==> config.mk <==
export PLATFORM = sky130hd
export DESIGN_NAME = output_compare_pin_control
export DESIGN_NICKNAME = d
export VERILOG_FILES = /design/src/oc_pin_pkg.sv /design/src/output_compare_pin_control.sv
export VERILOG_INCLUDE_DIRS = /design/src /design/src/src
export SDC_FILE = /design/constraint.sdc
export NUM_CORES = 1
export LEC_CHECK = 0
export BUFFER_PORTS_ARGS = -buffer_cell sky130_fd_sc_hd__buf_2
export CELL_PAD_IN_SITES_DETAIL_PLACEMENT = 1
export CELL_PAD_IN_SITES_GLOBAL_PLACEMENT = 1
export CORE_MARGIN = 4
export CORE_UTILIZATION = 40
export CTS_BUF_LIST = sky130_fd_sc_hd__clkbuf_2
export DETAILED_ROUTE_END_ITERATION = 8
export PLACE_DENSITY = 0.73
export REMOVE_ABC_BUFFERS = 1
export SKIP_CTS_REPAIR_TIMING = 1
export SYNTH_ARGS = -nofsm -noshare
export SYNTH_HDL_FRONTEND = slang
export SYNTH_SLANG_ARGS = --single-unit
export TNS_END_PERCENT = 10
==> constraint.sdc <==
create_clock -name clock -period 2.6 [get_ports clock]
set_clock_uncertainty 0.2 [all_clocks]
set_input_delay 0.52 -clock clock [delete_from_list [all_inputs] [get_ports clock]]
set_output_delay 0.52 -clock clock [all_outputs]
set_load 0.02 [all_outputs]
==> src/oc_pin_map.svh <==
// Register offsets, field positions, reset values for compare pin control
`ifndef OC_PIN_MAP_SVH
`define OC_PIN_MAP_SVH
`define ADDR_ACTION_CTRL   8'h00
`define ADDR_MULTI_MASK    8'h04
`define ADDR_MULTI_DATA    8'h08
`define ADDR_FLAGS         8'h0c
`define ADDR_IRQ_MASK      8'h10
`define ADDR_COUNT         8'h14
`define ADDR_DIR_CTRL      8'h18
`define ADDR_PORT_OUT      8'h1c
`define ADDR_CMP_BASE      8'h20
`define RST_ACTION_CTRL    8'h00
`define RST_MULTI          5'h00
`define RST_CMP            16'hffff
`define MULTI_LSB          3
`define DIR_BIT7_POS       7
`define NUM_CH             5
`endif

==> src/oc_pin_pkg.sv <==
// Types for compare pin control
package oc_pin_pkg;
	typedef enum logic [1:0] {
		ACT_NONE   = 2'b00,
		ACT_TOGGLE = 2'b01,
		ACT_CLEAR  = 2'b10,
		ACT_SET    = 2'b11
	} pin_action_t;
endpackage

==> src/output_compare_pin_control.sv <==
// Five compare channels with automatic port-A pin actions, AHB-Lite slave
//
// The AHB-Lite interface to the registers and the register offsets were decided locally.
`timescale 1ns/10ps
`include "oc_pin_map.svh"
module output_compare_pin_control
	import oc_pin_pkg::*;
(
	// Clock and reset
	input  wire logic        clock,
	input  wire logic        rst_b,
	// AHB-Lite slave
	input  wire logic        hsel,
	input  wire logic [7:0]  haddr,
	input  wire logic [1:0]  htrans,
	input  wire logic        hwrite,
	input  wire logic [2:0]  hsize,
	input  wire logic [31:0] hwdata,
	input  wire logic        hready,
	output logic      [31:0] hrdata,
	output logic             hreadyout,
	output logic             hresp,
	// Port A timer pins 7..3
	output logic      [7:3]  portaOut,
	output logic             portaBit7OutEn_b,
	// Interrupt
	output logic             irq
);

	// ------------------------------------------------------------
	// Bus front end
	// ------------------------------------------------------------
	logic [7:0]  addrReg;
	logic        wrReg;
	logic        phaseReg;
	logic [7:0]  actionCtrl_reg;
	logic [7:3]  multiMask_reg;
	logic [7:3]  multiData_reg;
	logic [4:0]  flag_reg;
	logic [4:0]  irqMask_reg;
	logic [15:0] count_reg;
	logic        dirBit7_reg;
	logic [7:3]  pin_reg;
	logic [15:0] cmp_reg [`NUM_CH];
	logic [4:0]  inhibit_reg;
	logic [4:0]  match;
	logic [4:0]  matchDly_reg;
	logic        wrEn;
	logic [4:0]  flagClr;
	logic [7:3]  pin_next;

	// Which compare slot a word address selects; 5 means none
	function automatic logic [2:0] cmpIndex(input logic [7:0] a);
		logic [7:0] off;
		off = a - `ADDR_CMP_BASE;
		if (a >= `ADDR_CMP_BASE && off < 8'h14)
			cmpIndex = off[4:2];
		else
			cmpIndex = 3'd5;
	endfunction

	// Capture the address phase; single cycle answer, always OKAY
	always_ff @(posedge clock or negedge rst_b) begin
		if (!rst_b) begin
			addrReg  <= 8'h00;
			wrReg    <= 1'b0;
			phaseReg <= 1'b0;
		end else if (hready) begin
			phaseReg <= hsel && htrans[1];
			wrReg    <= hsel && htrans[1] && hwrite;
			addrReg  <= haddr;
		end
	end

	assign hreadyout = 1'b1;
	assign hresp     = 1'b0;
	assign wrEn      = wrReg;
	assign flagClr   = (wrEn && addrReg == `ADDR_FLAGS) ? hwdata[4:0] : 5'h00;

	// ------------------------------------------------------------
	// Software registers
	// ------------------------------------------------------------
	// Control registers; low mask/data bits are never stored
	always_ff @(posedge clock or negedge rst_b) begin
		if (!rst_b) begin
			actionCtrl_reg <= `RST_ACTION_CTRL;
			multiMask_reg  <= `RST_MULTI;
			multiData_reg  <= `RST_MULTI;
			irqMask_reg    <= 5'h00;
			dirBit7_reg    <= 1'b0;
		end else if (wrEn) begin
			case (addrReg)
				`ADDR_ACTION_CTRL: actionCtrl_reg <= hwdata[7:0];
				`ADDR_MULTI_MASK:  multiMask_reg <= hwdata[7:3];
				`ADDR_MULTI_DATA:  multiData_reg <= hwdata[7:3];
				`ADDR_IRQ_MASK:    irqMask_reg   <= hwdata[4:0];
				`ADDR_DIR_CTRL:    dirBit7_reg <= hwdata[`DIR_BIT7_POS];
				default: ;
			endcase
		end
	end

	// Compare values; any write to a slot blocks its compare for one cycle
	// so a half-updated value cannot fire a false match
	generate
		for (genvar i = 0; i < `NUM_CH; i++) begin : g_cmp
			always_ff @(posedge clock or negedge rst_b) begin
				if (!rst_b) begin
					cmp_reg[i]     <= `RST_CMP;
					inhibit_reg[i] <= 1'b0;
				end else begin
					inhibit_reg[i] <= 1'b0;
					if (wrEn && cmpIndex(addrReg) == 3'(i)) begin
						if (hsize == 3'd0 && hwdata[8]) begin
							cmp_reg[i][15:8] <= hwdata[7:0];
							inhibit_reg[i]   <= 1'b1;
						end else begin
							cmp_reg[i]     <= hwdata[15:0];
							inhibit_reg[i] <= 1'b1;
						end
					end
				end
			end
			// Equality on every pass of the counter
			assign match[i] = (cmp_reg[i] == count_reg) &&
				!inhibit_reg[i];
		end
	endgenerate

	// Free-running counter
	always_ff @(posedge clock or negedge rst_b) begin
		if (!rst_b)
			count_reg <= 16'h0000;
		else
			count_reg <= count_reg + 16'h0001;
	end

	// ------------------------------------------------------------
	// Flags and interrupt
	// ------------------------------------------------------------
	// Set beats clear so no match is lost
	always_ff @(posedge clock or negedge rst_b) begin
		if (!rst_b)
			flag_reg <= 5'h00;
		else
			flag_reg <= (flag_reg & ~flagClr) | match;
	end

	assign irq = |(flag_reg & irqMask_reg);

	// Pin acts one cycle after the flag, keeping flag first
	always_ff @(posedge clock or negedge rst_b) begin
		if (!rst_b)
			matchDly_reg <= 5'h00;
		else
			matchDly_reg <= match;
	end

	// ------------------------------------------------------------
	// Pin actions
	// ------------------------------------------------------------
	// Channel i (1..4) sits on pin 7-i; index 0 is the mask channel
	always_comb begin
		pin_action_t act;
		act      = ACT_NONE;
		pin_next = pin_reg;
		for (int c = 1; c < `NUM_CH; c++) begin
			act = pin_action_t'(actionCtrl_reg[9-2*c -: 2]);
			if (matchDly_reg[c]) begin
				case (act)
					ACT_NONE:   ;
					ACT_TOGGLE: pin_next[7-c] = ~pin_reg[7-c];
					ACT_CLEAR:  pin_next[7-c] = 1'b0;
					ACT_SET:    pin_next[7-c] = 1'b1;
					default:    ;
				endcase
			end
		end
		// Mask channel last so it overrides; it may share pins
		if (matchDly_reg[0]) begin
			for (int b = 3; b <= 7; b++) begin
				if (multiMask_reg[b] && (b != 7 || dirBit7_reg))
					pin_next[b] = multiData_reg[b];
			end
		end
	end

	always_ff @(posedge clock or negedge rst_b) begin
		if (!rst_b)
			pin_reg <= 5'h00;
		else
			pin_reg <= pin_next;
	end

	assign portaOut         = pin_reg;
	assign portaBit7OutEn_b = ~dirBit7_reg;

	// ------------------------------------------------------------
	// Read data
	// ------------------------------------------------------------
	// Registered read mux; unmapped addresses read zero
	always_ff @(posedge clock or negedge rst_b) begin
		if (!rst_b)
			hrdata <= 32'h0000_0000;
		else if (hready && hsel && htrans[1] && !hwrite) begin
			hrdata <= 32'h0000_0000;
			case (haddr)
				`ADDR_ACTION_CTRL: hrdata[7:0] <= actionCtrl_reg;
				`ADDR_MULTI_MASK:  hrdata[7:3] <= multiMask_reg;
				`ADDR_MULTI_DATA:  hrdata[7:3] <= multiData_reg;
				`ADDR_FLAGS:       hrdata[4:0] <= flag_reg;
				`ADDR_IRQ_MASK:    hrdata[4:0] <= irqMask_reg;
				`ADDR_COUNT:       hrdata[15:0] <= count_reg;
				`ADDR_DIR_CTRL:    hrdata[7] <= dirBit7_reg;
				`ADDR_PORT_OUT:    hrdata[7:3] <= pin_reg;
				default: begin
					if (cmpIndex(haddr) != 3'd5)
						hrdata[15:0] <= cmp_reg[cmpIndex(haddr)];
				end
			endcase
		end
	end

endmodule // output_compare_pin_control

== Word level (Yosys, flattened, before mapping) ==
Index checks and enable logic that the tools add are counted.
Widths: inputs -> output; s select.
Cells by class
  $add $sub $neg: 3
  multipliers: 0
  div/mod/pow operators: 0
  $lt $le $gt $ge: 5
  equal/unequal tests: 34
  shift operators: 0
  multiplexer cells: 36
  bitwise operators: 11
  reduce and logical (&&, ||, !) cells: 47
Operators by type and width (count)
  $eq 16x16->1: 5
  $bmux 16 s3: 1
  $eq 8x5->1 const B: 6
  $mux 16: 3
  $eq 8x4->1 const B: 4
  $reduce_and 2->1: 11
  $mux 3: 7
  $logic_and 1x1->1: 20
  $add 16x1->16 const B: 1
  $eq 2x2->1 const B: 8
  $eq 8x3->1 const B: 2
  $ge 8x6->1 const B: 2
  $logic_not 8->1: 2
  $lt 8x5->1 const B: 2
  $pmux 2 s8: 1
  $pmux 8 s2: 1
  $sub 8x6->8 const B: 2
  $pmux 3 s5: 1
  $mux 1: 13
  $pmux 1 s3: 4
  $pmux 2 s6: 1
  $and 5x5->5: 2
  $eq 2x1->1 const B: 4
  $mux 8: 1
  20 further kinds: 32
Word-level totals
  flip-flop bits (word level): 165
  bits in latches: 0
  RAM bits: 0
  bits in read-only memories: 0
  input port bits: 50
  output and inout bits: 41
  logic and storage cells: 164
  memories: 0

== Longest topological paths before layout ==
  depth in word-level cells: 16
  depth in mapped cells: 8
  gate-level depth less buffers: 6

== Least setup slack after synthesis ==
No wires, ideal clock.
  path kind: reg-to-reg
  from: register addrReg[5]
  to: register cmp_reg[0] (netlist bit)
  library setup time: 0.082 ns
  arrival time: 1.911 ns
  data required time: 2.318 ns
  setup slack: 0.407 ns
  cell stages (with the launch flop): 8
  path buffers: 1
  period minus slack after synthesis: 2.193 ns
  cells stage by stage: dfrtp_1 inv_1 ha_1 nand2_1 nor4_4 and2b_1 buf_4 mux2_2
On the way
  longest elaborated chain between the ends: 7
  elaborated cells on any way between the ends: 8
  classes of those cells: add/sub: 1; order compare: 2; eq/ne: 1; mux: 1; reduce/logical: 3
Ends and longest elaborated chain
  start: declaration: line output_compare_pin_control.sv:33  | logic [7:0] addrReg;
  start signal: assignment: line output_compare_pin_control.sv:71  | addrReg <= haddr;
  $sub 8x6->8 (no source line)
  $lt 8x5->1: line output_compare_pin_control.sv:56  | if (a >= `ADDR_CMP_BASE && off < 8'h14)
  $logic_and 1x1->1 (*): line output_compare_pin_control.sv:56
  $mux 3 (*): line output_compare_pin_control.sv:56
  $eq 3x3->1 (*): line output_compare_pin_control.sv:113  | if (wrEn && cmpIndex(addrReg) == 3'(i)) begin
  $logic_and 1x1->1 (*): line output_compare_pin_control.sv:113
  $reduce_and 2->1 (no source line) (*)
  end signal: indexed assignment: line output_compare_pin_control.sv:109  | cmp_reg[i] <= `RST_CMP;
  end signal: indexed assignment: line output_compare_pin_control.sv:115  | cmp_reg[i][15:8] <= hwdata[7:0];
  end signal: indexed assignment: line output_compare_pin_control.sv:118  | cmp_reg[i] <= hwdata[15:0];
  end: declaration: line output_compare_pin_control.sv:44  | logic [15:0] cmp_reg [`NUM_CH];
Mark *: on every way between the ends. The rest lies on a longest branch, timed or not.
A chain may end at the register's enable or synchronous reset.

== Final worst setup path ==
  from: register irqMask_reg[4]
  to: output irq
On the way
  longest elaborated chain between the ends: 2
Ends and longest elaborated chain
  start: declaration: line output_compare_pin_control.sv:40  | logic [4:0] irqMask_reg;
  start signal: assignment: line output_compare_pin_control.sv:96  | `ADDR_IRQ_MASK: irqMask_reg <= hwdata[4:0];
  $and 5x5->5: line output_compare_pin_control.sv:149  | assign irq = |(flag_reg & irqMask_reg);
  $reduce_or 5->1: line output_compare_pin_control.sv:149
  end: declaration: line output_compare_pin_control.sv:27  | output logic irq
No other way between the ends.

==> out/results.ini <==
[layout]
largest_reg_flops=80
final_nets=961
stdcell_count=1202
layout-drive-gt1-share_pct=33.4
layout_common_cells=dfrtp_1, mux2_2, dfstp_2, nor2_1, xor2_1
final_common_cell=dfrtp_1
area_growth_pct=15.9

[setup_path]
cp_data_required_time_ns=1.88
cp-start-kind=flip-flop
setup.worst_path.class=reg -> out
end_kind=output pin
critPathMaxFanout=3
cp.arrival_ns=1.87

[hold_path]
min_path_type=in -> reg

[synth]
yosysTopAreaCellShare_pct=23.7
ys_seq_elements=165
synth_area_leaders=dfrtp_1, dfstp_2, mux2_2, xor2_1, xnor2_1
synthArstFlopShare_pct=100
ys_seq_area_share_pct=47.1
ys.warnings.count=0
synth.avg_cell_area_sq_um=10.9
synth_edf_count=0
synth_cells=822
yosys.area.top_type=dfrtp_1
synth_cell_types=62
synth-main-ff-cell=dfrtp_1
synth_area_sq_um=8970

[global_routing]
grt_start_max_net_pins=53
grt_pass1_wl_mm=41.6
grt_pass1_vias=6967
grt_use_total_pct=22.2
grt_remaining_overflow=0
antenna_found_initial=1

[cts]
ctsHtreeMaxLevel=4
root_buffer=clkbuf_2
cts_made_buffers=17
cts_buffer_depth=2
cts_tree=yes
clkSinkCount=165
clk_pin_slew_worst_paths_ns=0.27
clock_latency_ns=0.80

[floorplan]
start_util_pct=40.8
rows=54
dieHeight_um=158
die_x_um=158
ioPinCount=91
die-area_sq_um=24900
core_sq_um=22000

[sta]
fin_setup_tns_ns=0
timing.fmax_mhz=386
fin_crit_sh_pct=99.5
fin_crit_ns=2.59
setup_ws_ns=0.0119
slew-limit-headroom_pct=59.6
finalSetupViolations=0
rsz0062_at_grt=true
worst_slew_pin_slew_ns=0.600
slew_violations=0
hold_viol=0

[placement]
gp_congestion=0.870
dpl.hpwl_mm=20.0
dp_cells=1138
io_buffers=55
place_ws_ns=0.195

[routing]
wl_met1_mm=12.3
viasPerCell=5.74
highest_layer=met4
ant_nets=0
wl_per_cell_um=22.9
drt_iter0_markers=392
wl_met2_mm=13.3
first_pass_iters=5
drc=0
vias=6898
wl_mm=27.5
wl_met3_mm=1.19

[power]
p_leak_nw=4.31
p_per_area_nw_per_um2=576
peakVddDrop_mv=0.286

[run]
drv_cap=0

[outcome]
run_status=finished clean

## power by group
part | total, mW | switching (mW) | internal [mW] | leakage, nW
combinational | 0.974 | 0.560 | 0.414 | 2.17
clock | 1.90 | 0.964 | 0.932 | 0.200
sequential | 3.12 | 0.213 | 2.90 | 1.94
## path summary, 6_finish.rpt
path / startpoint / to / slack (ns) / depth (start not counted)
max in group asynchronous: rst_b / cmp_reg[21] / 1.69 / 3
setup / recovery: irqMask_reg[4] / irq / 0.01 / 3
setup reg to reg: addrReg[0] / flag_reg[2] / 0.21 / 4
min in group asynchronous: rst_b / cmp_reg[70] / 0.09 / 2
hold reg to reg: cmp_reg[30] / cmp_reg[30] / 0.34 / 2
hold / removal: hsize[2] / cmp_reg[72] / 0.01 / 3
## cell type report
type	instances	area, sq um
Fill cell	2388	11600
Clock inverter	13	254
Multi-Input combinational cell	585	4400
Antenna cell	1	2.50
Inverter	15	56.3
Tap cell	280	350
Clock buffer	19	95.1
Timing Repair Buffer	124	1010
Sequential cell	165	4230
## synth_stat cells, types with 9 or more instances
master and n:
dfrtp_1 85, dfstp_2 80, mux2_2 80, nor2_1 68
xor2_1 59, a21oi_1 51, xnor2_1 36, clkbuf_1 31
mux2i_1 31, o21ai_0 24, nand3_1 22, nand2_1 21
buf_4 19, buf_2 16, nor4_1 15, inv_1 14
nor3_1 14, or4_1 14, a221oi_1 11, a211oi_1 10
nand2b_1 10, nand4_1 9
## critical path, cell delays in order, from the launching register on
cell,delay [ns]
dfrtp_1,0.46
a222oi_1,0.33
nand2_1,0.14
buf_6,0.15
## metal layers
layer / vias up / global-route usage (%)
met5: - / 0
met2: 157 / 36.9
met4: 0 / 6.55
met1: 3615 / 29.6
met3: 37 / 4.32
li1: 3089 / -
## cells by family (layout without fill, tap and decap cells)
group                      Yosys count  in the layout  synth area share (%)
buffers and inverters               88            171                  4.71
DFF                                165            165                  47.1
muxes                              115            115                  14.5
AOI/OAI and AO/OA                  137            137                  9.72
other                                2             19                0.0837
adders and majority gates            3              3                 0.419
xor gates and xnor gates            96             96                  9.46
and+or+nand+nor                    216            216                  13.9
## through the flow
stage                     hold slack [ns]  util [%]  area (sq um)  total power, mW
after floorplan                    0.0244         -          8660             3.64
after global placement              0.285      44.2          9710             4.05
after detailed placement            0.280      44.2          9710             4.09
after CTS                          -0.634      45.8         10100             5.99
after global routing              0.00846      47.3         10400             6.24
final                              0.0138      47.3         10400             5.99
Note: power is estimated with default switching activity, not from simulation.
